## src/core/ptp_pkg.sv

```systemverilog
package ptp_pkg;

  // command opcodes seen on the serial command decoder
  localparam logic [7:0] OP_SET_PTR3 = 8'hFB;
  localparam logic [7:0] OP_SET_PTR4 = 8'hE3;
  localparam logic [7:0] OP_WRITE_ANY = 8'h71;
  localparam logic [7:0] OP_READ_ANY = 8'h65;
  localparam logic [7:0] OP_LOCK = 8'hA6;
  localparam logic [7:0] OP_PASS_UNLOCK = 8'hEA;
  localparam logic [7:0] OP_CHIP_ERASE = 8'hCE;
  localparam logic [7:0] OP_PROG = 8'h02;
  localparam logic [7:0] OP_ERASE_4K = 8'h20;
  localparam logic [7:0] OP_ERASE_32K = 8'h52;
  localparam logic [7:0] OP_ERASE_64K = 8'hD8;
  localparam logic [7:0] OP_SECR_PROG = 8'h42;
  localparam logic [7:0] OP_SECR_ERASE = 8'h44;
  localparam logic [7:0] OP_SECR_READ = 8'h48;
  localparam logic [7:0] OP_CLR_STATUS = 8'h30;

  // register addresses reached by the generic read/write commands
  localparam logic [31:0] ANY_PTR_ADDR = 32'h0000_0027;
  localparam logic [31:0] ANY_LOCK_ADDR = 32'h0000_0020;

  // field positions inside a pointer write and the lock register
  localparam int PTR_DIR_BIT = 9;
  localparam int PTR_DIS_BIT = 10;
  localparam int PTR_ALL_BIT = 11;
  localparam int PTR_BND_LSB = 12;
  localparam int LOCK_R3RD_BIT = 6;

  // sector geometry: 4KB sectors, 32 MB array
  localparam int SECT_W = 13;
  localparam logic [SECT_W-1:0] HALF_SECTS = 13'h0007;
  localparam logic [SECT_W-1:0] BLOCK_SECTS = 13'h000F;

  // software port offsets and bit positions
  localparam logic [7:0] REG_CTRL = 8'h00;
  localparam logic [7:0] REG_STATUS = 8'h04;
  localparam logic [7:0] REG_POINTER = 8'h08;
  localparam int CTRL_ADDR4_BIT = 0;
  localparam int CTRL_SEL_BIT = 2;
  localparam int ST_PERR_BIT = 4;
  localparam int ST_EERR_BIT = 5;

  // reset values
  localparam logic [31:0] CTRL_RESET = 32'h0000_0000;

  // password retry lockout
  localparam int PASS_DELAY_US = 100;
  localparam int CLK_MHZ = 100;
  localparam int PASS_DELAY_CYC = PASS_DELAY_US * CLK_MHZ;
  localparam int LOCKOUT_W = 14;

  // lock management method
  typedef enum logic [1:0] {MODE_LOCKDOWN, MODE_PASSWORD, MODE_PERMANENT} ptp_mode_t;

  // stored pointer
  typedef struct packed {
    logic [19:0] boundary;
    logic allProt;
    logic disable_;
    logic dirUp;
  } ptp_ptr_t;

  // one command from the serial decoder
  typedef struct packed {
    logic [7:0] opcode;
    logic [31:0] addr;
    logic [63:0] data;
  } ptp_cmd_t;

endpackage : ptp_pkg

```

## src/core/ptp_protect.sv

```systemverilog
// Local design decisions: the plain strobed port and the address map.
`timescale 1ns/10ps
module ptp_protect #(
  parameter int PASS_LOCKOUT_CYC = ptp_pkg::PASS_DELAY_CYC
) (
  // clock, reset, enable
  input wire logic mclk,
  input wire logic rst_b,
  input wire logic clkEn,
  // software register port
  input wire logic [7:0] regAddr,
  input wire logic [31:0] regWrData,
  input wire logic regWr,
  input wire logic regRd,
  output logic [31:0] regRdData,
  // command stream from the serial decoder
  input wire logic cmdValid,
  input wire ptp_pkg::ptp_cmd_t cmdIn,
  // device status and non-volatile images
  input wire logic suspended,
  input wire logic legacyProtHit,
  input wire logic perBlockLockBit,
  input wire ptp_pkg::ptp_ptr_t nvPtrImage,
  input wire logic [6:0] protModeOtp,
  input wire logic [1:0] regionOtpLock,
  input wire logic [63:0] hiddenPassword,
  // results
  output logic cmdGrant,
  output logic cmdDeny,
  output logic [31:0] anyRdData,
  output logic anyRdValid,
  output logic nvPtrWrite,
  output ptp_pkg::ptp_ptr_t nvPtrData,
  output logic busy,
  output logic progErr,
  output logic eraseErr,
  output logic regionLockBit,
  output logic region3ReadEnable
);

  // state
  logic initDone;
  ptp_pkg::ptp_mode_t mode;
  ptp_pkg::ptp_ptr_t ptr;
  logic [31:0] ctrl;
  logic [ptp_pkg::LOCKOUT_W-1:0] lockout;
  logic next_initDone;
  ptp_pkg::ptp_mode_t next_mode;
  ptp_pkg::ptp_ptr_t next_ptr;
  logic [31:0] next_ctrl;
  logic [ptp_pkg::LOCKOUT_W-1:0] next_lockout;
  logic next_cmdGrant;
  logic next_cmdDeny;
  logic [31:0] next_anyRdData;
  logic next_anyRdValid;
  logic next_nvPtrWrite;
  ptp_pkg::ptp_ptr_t next_nvPtrData;
  logic next_busy;
  logic next_progErr;
  logic next_eraseErr;
  logic next_regionLockBit;
  logic next_region3ReadEnable;
  logic [31:0] next_regRdData;

  // sector range test against the pointer window
  function automatic logic ptrCovers(input ptp_pkg::ptp_ptr_t p,
                                     input logic [ptp_pkg::SECT_W-1:0] lo,
                                     input logic [ptp_pkg::SECT_W-1:0] hi);
    logic [19:0] loW;
    logic [19:0] hiW;
    loW = {7'h00, lo};
    hiW = {7'h00, hi};
    if (p.disable_)
      ptrCovers = 1'b0;
    else if (p.allProt)
      ptrCovers = 1'b1;
    else if (p.dirUp)
      ptrCovers = (loW < p.boundary);
    else
      ptrCovers = (hiW > p.boundary);
  endfunction : ptrCovers

  // pointer fields taken from an address or data word
  function automatic ptp_pkg::ptp_ptr_t ptrFromWord(input logic [31:0] w,
                                                    input logic wide);
    ptp_pkg::ptp_ptr_t p;
    p.boundary = wide ? w[31:ptp_pkg::PTR_BND_LSB] : {8'h00, w[23:ptp_pkg::PTR_BND_LSB]};
    p.allProt = w[ptp_pkg::PTR_ALL_BIT];
    p.disable_ = w[ptp_pkg::PTR_DIS_BIT];
    p.dirUp = w[ptp_pkg::PTR_DIR_BIT];
    ptrFromWord = p; // low reserved bits dropped
  endfunction : ptrFromWord

  // pointer as read back, reserved positions as ones
  function automatic logic [31:0] ptrToWord(input ptp_pkg::ptp_ptr_t p);
    ptrToWord = {p.boundary, p.allProt, p.disable_, p.dirUp, 9'h1FF};
  endfunction : ptrToWord

  // working values for the command decode
  logic [ptp_pkg::SECT_W-1:0] sectLo;
  logic [ptp_pkg::SECT_W-1:0] sectHi;
  logic [ptp_pkg::SECT_W-1:0] sectAt;
  logic otherProt;
  logic ptrWriteReq;
  logic ptrWriteOk;
  logic [1:0] secRegion;
  logic secDenied;
  logic isPtrAnyAddr;
  logic errClrP;
  logic errClrE;

  // next-state decode
  always_comb
  begin
    next_initDone = initDone;
    next_mode = mode;
    next_ptr = ptr;
    next_ctrl = ctrl;
    next_lockout = lockout;
    next_cmdGrant = 1'b0;
    next_cmdDeny = 1'b0;
    next_anyRdData = 32'h0000_0000;
    next_anyRdValid = 1'b0;
    next_nvPtrWrite = 1'b0;
    next_nvPtrData = nvPtrData;
    next_busy = busy;
    next_progErr = progErr;
    next_eraseErr = eraseErr;
    next_regionLockBit = regionLockBit;
    next_region3ReadEnable = region3ReadEnable;
    next_regRdData = 32'h0000_0000;
    sectAt = cmdIn.addr[ptp_pkg::PTR_BND_LSB +: ptp_pkg::SECT_W];
    sectLo = sectAt;
    sectHi = sectAt;
    otherProt = ctrl[ptp_pkg::CTRL_SEL_BIT] ? ~perBlockLockBit : legacyProtHit;
    isPtrAnyAddr = (cmdIn.addr == ptp_pkg::ANY_PTR_ADDR);
    ptrWriteReq = 1'b0;
    ptrWriteOk = 1'b0;
    secRegion = cmdIn.addr[9:8];
    secDenied = 1'b0;
    errClrP = 1'b0;
    errClrE = 1'b0;

    // software writes: control bits and write-one-to-clear errors
    if (regWr && regAddr == ptp_pkg::REG_CTRL)
      next_ctrl = regWrData & 32'h0000_0005;
    if (regWr && regAddr == ptp_pkg::REG_STATUS)
    begin
      errClrP = regWrData[ptp_pkg::ST_PERR_BIT];
      errClrE = regWrData[ptp_pkg::ST_EERR_BIT];
    end
    // clears go first so a set by this cycle's command still wins
    if (errClrP)
      next_progErr = 1'b0;
    if (errClrE)
      next_eraseErr = 1'b0;

    // software reads, unmapped offsets read as zero
    if (regRd)
    begin
      unique case (regAddr)
        ptp_pkg::REG_CTRL: next_regRdData = ctrl;
        ptp_pkg::REG_STATUS: next_regRdData = {26'h0000000, eraseErr, progErr, busy,
                                               region3ReadEnable, initDone, regionLockBit};
        ptp_pkg::REG_POINTER: next_regRdData = ptrToWord(ptr);
        default: next_regRdData = 32'h0000_0000;
      endcase
    end

    // password lockout countdown holds busy
    if (lockout != '0)
    begin
      next_lockout = lockout - 1'b1;
      if (lockout == ptp_pkg::LOCKOUT_W'(1))
        next_busy = 1'b0;
    end

    if (!initDone)
    begin
      // first cycle after reset: take the stored pointer and the method
      next_initDone = 1'b1;
      next_ptr = nvPtrImage;
      if (!protModeOtp[0])
      begin
        next_mode = ptp_pkg::MODE_PERMANENT;
        next_regionLockBit = 1'b0;
        next_region3ReadEnable = 1'b1;
      end
      else if (!protModeOtp[2])
      begin
        next_mode = ptp_pkg::MODE_PASSWORD;
        next_regionLockBit = 1'b0;
        next_region3ReadEnable = protModeOtp[6];
      end
      else
      begin
        next_mode = ptp_pkg::MODE_LOCKDOWN;
        next_regionLockBit = 1'b1;
        next_region3ReadEnable = 1'b1;
      end
    end
    else if (cmdValid && !busy)
    begin
      unique case (cmdIn.opcode)
        ptp_pkg::OP_SET_PTR3, ptp_pkg::OP_SET_PTR4:
        begin
          ptrWriteReq = 1'b1;
          ptrWriteOk = regionLockBit && !suspended;
          next_nvPtrData = ptrFromWord(cmdIn.addr, cmdIn.opcode == ptp_pkg::OP_SET_PTR4 ||
                                       ctrl[ptp_pkg::CTRL_ADDR4_BIT]);
        end
        ptp_pkg::OP_WRITE_ANY:
        begin
          if (isPtrAnyAddr)
          begin
            ptrWriteReq = 1'b1;
            ptrWriteOk = regionLockBit;
            next_nvPtrData = ptrFromWord(cmdIn.data[31:0], ctrl[ptp_pkg::CTRL_ADDR4_BIT]);
          end
          else
            next_cmdDeny = 1'b1;
        end
        ptp_pkg::OP_READ_ANY:
        begin
          next_anyRdValid = 1'b1;
          if (isPtrAnyAddr)
            next_anyRdData = ptrToWord(ptr);
          else if (cmdIn.addr == ptp_pkg::ANY_LOCK_ADDR)
            next_anyRdData = {25'h0000000, region3ReadEnable, 5'h00, regionLockBit};
        end
        ptp_pkg::OP_LOCK:
        begin
          next_regionLockBit = 1'b0;
          next_cmdGrant = 1'b1;
        end
        ptp_pkg::OP_PASS_UNLOCK:
        begin
          if (mode != ptp_pkg::MODE_PASSWORD)
            next_cmdDeny = 1'b1;
          else if (cmdIn.data == hiddenPassword)
          begin
            next_regionLockBit = 1'b1;
            next_cmdGrant = 1'b1;
          end
          else
          begin
            next_progErr = 1'b1;
            next_busy = 1'b1;
            next_lockout = ptp_pkg::LOCKOUT_W'(PASS_LOCKOUT_CYC);
            next_cmdDeny = 1'b1;
          end
        end
        ptp_pkg::OP_CHIP_ERASE:
        begin
          if (!ptr.disable_)
          begin
            next_eraseErr = 1'b1;
            next_cmdDeny = 1'b1;
          end
          else if (otherProt)
            next_cmdDeny = 1'b1;
          else
            next_cmdGrant = 1'b1;
        end
        ptp_pkg::OP_PROG, ptp_pkg::OP_ERASE_4K, ptp_pkg::OP_ERASE_32K,
        ptp_pkg::OP_ERASE_64K:
        begin
          if (cmdIn.opcode == ptp_pkg::OP_ERASE_32K)
          begin
            sectLo = sectAt & ~ptp_pkg::HALF_SECTS;
            sectHi = sectAt | ptp_pkg::HALF_SECTS;
          end
          else if (cmdIn.opcode == ptp_pkg::OP_ERASE_64K)
          begin
            sectLo = sectAt & ~ptp_pkg::BLOCK_SECTS;
            sectHi = sectAt | ptp_pkg::BLOCK_SECTS;
          end
          if (ptrCovers(ptr, sectLo, sectHi) || otherProt)
          begin
            next_cmdDeny = 1'b1;
            if (cmdIn.opcode == ptp_pkg::OP_PROG)
              next_progErr = 1'b1;
            else
              next_eraseErr = 1'b1;
          end
          else
            next_cmdGrant = 1'b1;
        end
        ptp_pkg::OP_SECR_PROG, ptp_pkg::OP_SECR_ERASE:
        begin
          if (secRegion[1])
          begin
            secDenied = !regionLockBit;
            if (secRegion[0] ? regionOtpLock[1] : regionOtpLock[0])
              secDenied = 1'b1;
          end
          if (secDenied)
          begin
            next_cmdDeny = 1'b1;
            if (cmdIn.opcode == ptp_pkg::OP_SECR_PROG)
              next_progErr = 1'b1;
            else
              next_eraseErr = 1'b1;
          end
          else
            next_cmdGrant = 1'b1;
        end
        ptp_pkg::OP_SECR_READ:
        begin
          if (secRegion == 2'h3 && !region3ReadEnable)
            next_cmdDeny = 1'b1;
          else
            next_cmdGrant = 1'b1;
        end
        ptp_pkg::OP_CLR_STATUS:
        begin
          errClrP = 1'b1;
          errClrE = 1'b1;
          next_progErr = 1'b0;
          next_eraseErr = 1'b0;
        end
        default:
        begin
          // opcodes outside this block pass untouched
        end
      endcase

      // pointer update, skipped entirely when refused
      if (ptrWriteReq)
      begin
        if (ptrWriteOk)
        begin
          next_ptr = next_nvPtrData;
          next_nvPtrWrite = 1'b1;
          next_cmdGrant = 1'b1;
        end
        else
        begin
          next_nvPtrData = nvPtrData;
          next_cmdDeny = 1'b1;
          if (cmdIn.opcode == ptp_pkg::OP_WRITE_ANY)
            next_progErr = 1'b1;
        end
      end
    end

    // permanent method pins the lock state
    if (initDone && mode == ptp_pkg::MODE_PERMANENT)
    begin
      next_regionLockBit = 1'b0;
      next_region3ReadEnable = 1'b1;
    end
  end

  // state registers, frozen while the clock enable is low
  always_ff @(posedge mclk or negedge rst_b)
  begin
    if (!rst_b)
    begin
      initDone <= 1'b0;
      mode <= ptp_pkg::MODE_LOCKDOWN;
      ptr <= '0;
      ctrl <= ptp_pkg::CTRL_RESET;
      lockout <= '0;
      cmdGrant <= 1'b0;
      cmdDeny <= 1'b0;
      anyRdData <= 32'h0000_0000;
      anyRdValid <= 1'b0;
      nvPtrWrite <= 1'b0;
      nvPtrData <= '0;
      busy <= 1'b0;
      progErr <= 1'b0;
      eraseErr <= 1'b0;
      regionLockBit <= 1'b0;
      region3ReadEnable <= 1'b0;
      regRdData <= 32'h0000_0000;
    end
    else if (clkEn)
    begin
      initDone <= next_initDone;
      mode <= next_mode;
      ptr <= next_ptr;
      ctrl <= next_ctrl;
      lockout <= next_lockout;
      cmdGrant <= next_cmdGrant;
      cmdDeny <= next_cmdDeny;
      anyRdData <= next_anyRdData;
      anyRdValid <= next_anyRdValid;
      nvPtrWrite <= next_nvPtrWrite;
      nvPtrData <= next_nvPtrData;
      busy <= next_busy;
      progErr <= next_progErr;
      eraseErr <= next_eraseErr;
      regionLockBit <= next_regionLockBit;
      region3ReadEnable <= next_region3ReadEnable;
      regRdData <= next_regRdData;
    end
  end

endmodule : ptp_protect

```

## config.mk

```make
export PLATFORM = sky130hd
export DESIGN_NAME = ptp_protect
export DESIGN_NICKNAME = d
export VERILOG_FILES = /design/src/core/ptp_pkg.sv /design/src/core/ptp_protect.sv
export SDC_FILE = /design/constraint.sdc
export NUM_CORES = 1
export LEC_CHECK = 0
export BUFFER_PORTS_ARGS = -buffer_cell sky130_fd_sc_hd__buf_2
export CAP_MARGIN = 20
export CORE_UTILIZATION = 40
export CTS_CLUSTER_SIZE = 24
export DETAILED_ROUTE_END_ITERATION = 16
export PLACE_DENSITY = 0.69
export SYNTH_ARGS = -nofsm -noshare
export SYNTH_HDL_FRONTEND = slang
export SYNTH_SLANG_ARGS = --single-unit
export TNS_END_PERCENT = 10
```

## constraint.sdc

```tcl
create_clock -name mclk -period 3.08 [get_ports mclk]
set_input_delay 0.154 -clock mclk [delete_from_list [all_inputs] [get_ports mclk]]
set_output_delay 0.154 -clock mclk [all_outputs]
set_load 0.005 [all_outputs]
```

# Word-level counts from Yosys, hierarchy flattened
# Index checks and enable logic that the tools add are counted.
[word_totals]
ff_bits = 138
in_bits = 249
wordCells = 214
[classes]
n_addsub = 1
n_lt_le_gt_ge = 2
n_eq_ne = 33
muxes = 130
bitwise = 2
n_reduce_logical = 23
[op_table]
columns = ["operator", "n"]
rows = [
  ["2-to-1 mux 32 bit", 5],
  ["2-to-1 mux 23 bit", 6],
  ["case mux 32 bit (3 select lines)", 1],
  ["2-to-1 mux 1 bit", 90],
  ["2-to-1 mux 14 bit", 6],
  ["2-to-1 mux 13 bit", 6],
  ["== test 32 x 6 -> 1 bit, second input constant", 2],
  ["== test 64 bit", 1],
  ["== test 8 x 7 -> 1 bit, second input constant", 6],
  ["== test 8 bit, second input constant", 6],
  ["case mux 23 bit (2 select lines)", 1],
  ["2-to-1 mux 20 bit", 2],
  ["> comparator 13 x 20 -> 1 bit", 1],
  ["less-than comparator 13 x 20 -> 1 bit", 1],
  ["== test 8 x 6 -> 1 bit, second input constant", 2],
  ["2-to-1 mux 4 bit", 4],
  ["== test 14 x 1 -> 1 bit, second input constant", 1],
  ["nonzero test 14 bit", 1],
  ["subtractor 14 x 1 -> 14 bit, second input constant", 1],
  ["case mux 1 bit (6 select lines)", 2],
  ["!= test 2 x 1 -> 1 bit, second input constant", 5],
  ["== test 8 x 2 -> 1 bit, second input constant", 1],
  ["== test 8 x 3 -> 1 bit, second input constant", 1],
  ["== test 8 x 4 -> 1 bit, second input constant", 1],
  ["other kinds (19)", 38],
]

# Depth between registers and ports, before layout
[depth]
ltp_word = 21
depth_mapped = 12
mapped_depth_nobuf = 11

# Worst setup path after synthesis
# OpenSTA, ideal clock, no wires.
[synth_timing]
kind = "in2reg"
startpoint = "input port cmdIn[103] (netlist name)"
endpoint = "register cmdDeny"
setup_ns = 0.130
t_arrival_ns = 2.659
t_required_ns = 2.950
slack_ns = 0.291
stages = 12
path_buffers = 1
cell_sequence = "buf_2 > or3b_2 > a211oi_2 > nor2_1 > ha_1 > nand2_1 > nor2_1 > nor3_1 > a31o_2 > or3_1 > a2111oi_4 > a21oi_2"
[synth_between]
elab_chain_len = 20
[synth_lines]
columns = ["item", "line_no", "text"]
rows = [
  ["start: declaration", "ptp_protect.sv:18", "input wire ptp_pkg::ptp_cmd_t cmdIn,"],
  ["== test 8 bit", "ptp_protect.sv:204, ptp_protect.sv:273", ""],
  ["2-to-1 mux 4 bit", "ptp_protect.sv:273", "else if (cmdIn.opcode == ptp_pkg::OP_ERASE_64K)"],
  ["2-to-1 mux 4 bit", "ptp_protect.sv:268", "if (cmdIn.opcode == ptp_pkg::OP_ERASE_32K)"],
  ["2-to-1 mux 13 bit", "ptp_protect.sv:204", "unique case (cmdIn.opcode)"],
  ["2-to-1 mux 13 bit", "ptp_protect.sv:202", "else if (cmdValid && !busy)"],
  ["2-to-1 mux 13 bit", "ptp_protect.sv:178", "if (!initDone)"],
  ["> comparator 13 x 20 -> 1 bit or less-than comparator 13 x 20 -> 1 bit (tied branches)", "ptp_protect.sv:80, ptp_protect.sv:78", ""],
  ["2-to-1 mux 1 bit", "ptp_protect.sv:77", "else if (p.dirUp)"],
  ["[4 not listed]", "--", ""],
  ["2-to-1 mux 1 bit", "ptp_protect.sv:178", ""],
  ["logical OR 1 bit", "ptp_protect.sv:278", "if (ptrCovers(ptr, sectLo, sectHi) || otherProt)"],
  ["2-to-1 mux 1 bit", "ptp_protect.sv:278", ""],
  ["case mux 1 bit (6 select lines)", "ptp_protect.sv:204", ""],
  ["2-to-1 mux 1 bit", "ptp_protect.sv:331", "if (ptrWriteOk)"],
  ["2-to-1 mux 1 bit (*)", "ptp_protect.sv:329", "if (ptrWriteReq)"],
  ["2-to-1 mux 1 bit (*)", "ptp_protect.sv:202", ""],
  ["2-to-1 mux 1 bit (*)", "ptp_protect.sv:178", ""],
  ["end signal: assignment", "ptp_protect.sv:386", "cmdDeny <= next_cmdDeny;"],
  ["end: declaration", "ptp_protect.sv:29", "output logic cmdDeny,"],
]
# Every way passes the cells marked *; elsewhere a longest branch is shown, timed or not. The select of a mux whose other input is x is not followed.
# A chain may end at the register's enable or synchronous reset.

# Final worst setup path
[layout_timing]
startpoint = "input port cmdIn[99] (netlist name)"
endpoint = "register cmdDeny"
# The elaborated chain is that of the path after synthesis.

==> reports/metrics.yaml <==
slew_violations: 0
synthSimpleGateAreaFrac_pct: 17.47
synth_top_family_by_area: "compound AO/OA/AOI/OAI gates"
ios: 345
synthCells: 799
hpwl_um: 20780
row_count: 50
fin_tns_setup_ns: 0
grt_pass1_vias: 7054
die_w_um: 142.2
powerDensity_nw_per_um2: 481.7
rsz0062_at_grt: "no"
tightest_slew_ns: 0.9500
cts.htree.levels: 4
synth_area_um2: 7859
start_kind: "input pin"
placed_cell_area_um2: 9648
synth_most_common_cell: "dfrtp_1"
fp.dieH_um: 142.2
drive_gt1_share_pct: 37.48
place_inst: 1341
grt_usage_pct: 26.19
fmax_mhz: 394.3
nNetsFinal: 1372
p_leak_nw: 5.055
drt_iter0_drc: 386
finalCriticalPeriod_ns: 2.536
grt-ovfl-total: 0
synth_mux_area_share_pct: 0.6846
clk_pin_slew_ns: 0.06
ys_top_cells_by_count: "130 x dfrtp_1, 71 x xnor2_1, 62 x a22o_1"
async_flop_share_pct: 100.0
synth-xor-area-share_pct: 8.359
cts_setup_buffers: 0
coreArea_um2: 18960
ys_seq_area_share_pct: 41.39
synthFlopType: "dfrtp_1"
vias: 7523
required_ns: 3.38
firstDrtPassIters: 5
status: "completed"
antenna_found_initial: 5
synth-edff-count: 0
grt_pass1_wl_um: 39420
viasPerCell: 5.440
hp-class: "in2reg"
fin_area_um2: 10300
crit_path_top_delay_cell: "or3b_2"
wl_um: 26330
hold_viol: 0
area_growth_pct: 31.08
place.gp.congestion: 0.9448
cp_cell_sequence: "buf_2, or3b_2, a211oi_2, buf_4, nor2_1, ha_1, nand2_1, nor2_1, nor3_1, a31o_2, or3_1, a2111oi_4, a21oi_2"
path_buf_inv: 2
critPathArrivalTime_ns: 2.83
ir_drop_v: 0.0002499
synth_top_area_share_pct: 41.39
synth-seq-cells: 130
synthesis.nets: 1066
clock_path_buffers: 2
stdcell_count: 1383
relSlewSlack_pct: 36.60
skew_ns: 0.009826
cts_tree: "yes"
start_util_pct: 41.46
ys_warn_count: 0
drc: 0
synth_compound_area_share_pct: 24.20
cts_made_buffers: 17
grt_max_degree: 87
insertion_delay_ns: 0.43
path_class: "in2reg"
port_buffers: 312
cpPeakStageDelay_ns: 0.47
cts.repair.resized: 0
synthTopCellsByArea: "dfrtp_1 41%, xnor2_1 7.9%, a22o_1 6.9%, ha_1 2.9%, nor2_1 2.8%"
cp_common_cell: "nor2_1"
drtAntennaViolNets: 0
setup_violations: 0
die_area_um2: 20210
synth.distinct_cells: 70
fin_crit_sh_pct: 82.34
worst_setup_path_end_kind: "flop"
avgSynthCellArea_um2: 9.836
wl_per_cell_um: 19.04
cts.sinks: 130
maxCapViolations: 0
critPathMaxFanout: 6
cts_root_buf: "clkbuf_16"
synth_fa_ha_area_share_pct: 2.866
path_delay_family: "simple AND/OR/NAND/NOR gates"
synth_top_area_cell: "dfrtp_1"
## worst min-delay path: stages
cell	delay [ns]
buf_2	0.09
nand2b_1	0.12
o21ai_0	0.08
## state kept, by name, indices dropped and copies added (netlist names), 2 cells and up
signal / flops
ptr: 23
lockout: 14
ctrl: 2
anyRdData: 26
regRdData: 30
nvPtrData: 23
mode: 2
## metrics by stage
| step | hold WS, ns | power, mW | util [%] | setup WS [ns] |
|---|---|---|---|---|
| 2_1_floorplan | -0.1416 | 2.535 | - | 0.2907 |
| 3_3_place_gp | 0.2823 | 2.944 | 50.90 | 0.1648 |
| 3_5_place_dp | 0.2753 | 2.966 | 50.90 | 0.1251 |
| 4_1_cts | 0.02880 | 4.989 | 54.28 | 0.5532 |
| 5_1_grt | 0.05315 | 5.189 | 54.34 | 0.3415 |
| 6_report | 0.05563 | 4.962 | 54.34 | 0.5441 |
## logic make-up after synthesis
logic type,Yosys count
AOI/OAI and AO/OA,245
xor gates and xnor gates,75
adders and majority gates,18
buffers and inverters,77
DFF,130
muxes,5
and+or+nand+nor,249
## where the power goes
part	switching, mW	total, mW	internal (mW)
registers	0.168	2.03	1.86
clock network	0.866	2.02	1.15
logic	0.492	0.915	0.423
## per-layer routing
metal  vias to the layer above  wire length (µm)  GRT usage (%)
met4                         0              1037          12.85
met3                        54              1479          4.879
li1                       3576                 -              -
met1                      3587             11410          34.54
met2                       306             12410          41.25
met5                         -                 0              0
## layout by cell type (no fill, tap or decap), types with 9 or more instances in the layout
master / instances
buf_2: 311
dfrtp_1: 129
xnor2_1: 71
a22o_1: 62
nor2_1: 58
nand2_1: 53
o21ai_0: 41
a21oi_1: 29
nand4_1: 27
a21o_1: 26
inv_1: 24
buf_4: 20
ha_1: 18
clkbuf_16: 17
a211oi_2: 14
nor3_1: 14
and2_1: 13
nand3_1: 13
nor4_1: 13
a211oi_1: 12
nor2b_1: 9
## cell type report
cell class	instances	area (µm²)
antenna	5	12.51
sequential	130	3254
fill	1733	8655
timing repair buffer	339	1808
inverter	25	93.84
clock buffer	17	425.4
clock inverter	15	165.2
multi-input combinational	592	4217
tap	260	325.3
## worst paths after layout
kind | startpoint | endpoint | slack (ns) | cells after the start
worst max-delay path | cmdIn[99] | cmdDeny | 0.54 | 13
worst min-delay path | protModeOtp[2] | mode[0] | 0.06 | 3
worst max register to register | ptr[13] | cmdDeny | 0.56 | 9
worst min register to register | nvPtrWrite | nvPtrWrite | 0.48 | 1
max in group asynchronous | rst_b | initDone | 1.96 | 3
min in group asynchronous | rst_b | ctrl[0] | 0.36 | 2
## repair_timing
item / in CTS / in global routing
hold buffers: 5 / 0
setup endpoints to repair: 0 / 0
hold endpoints to repair: 89 / 0
Note: power is estimated with default switching activity, not from simulation.
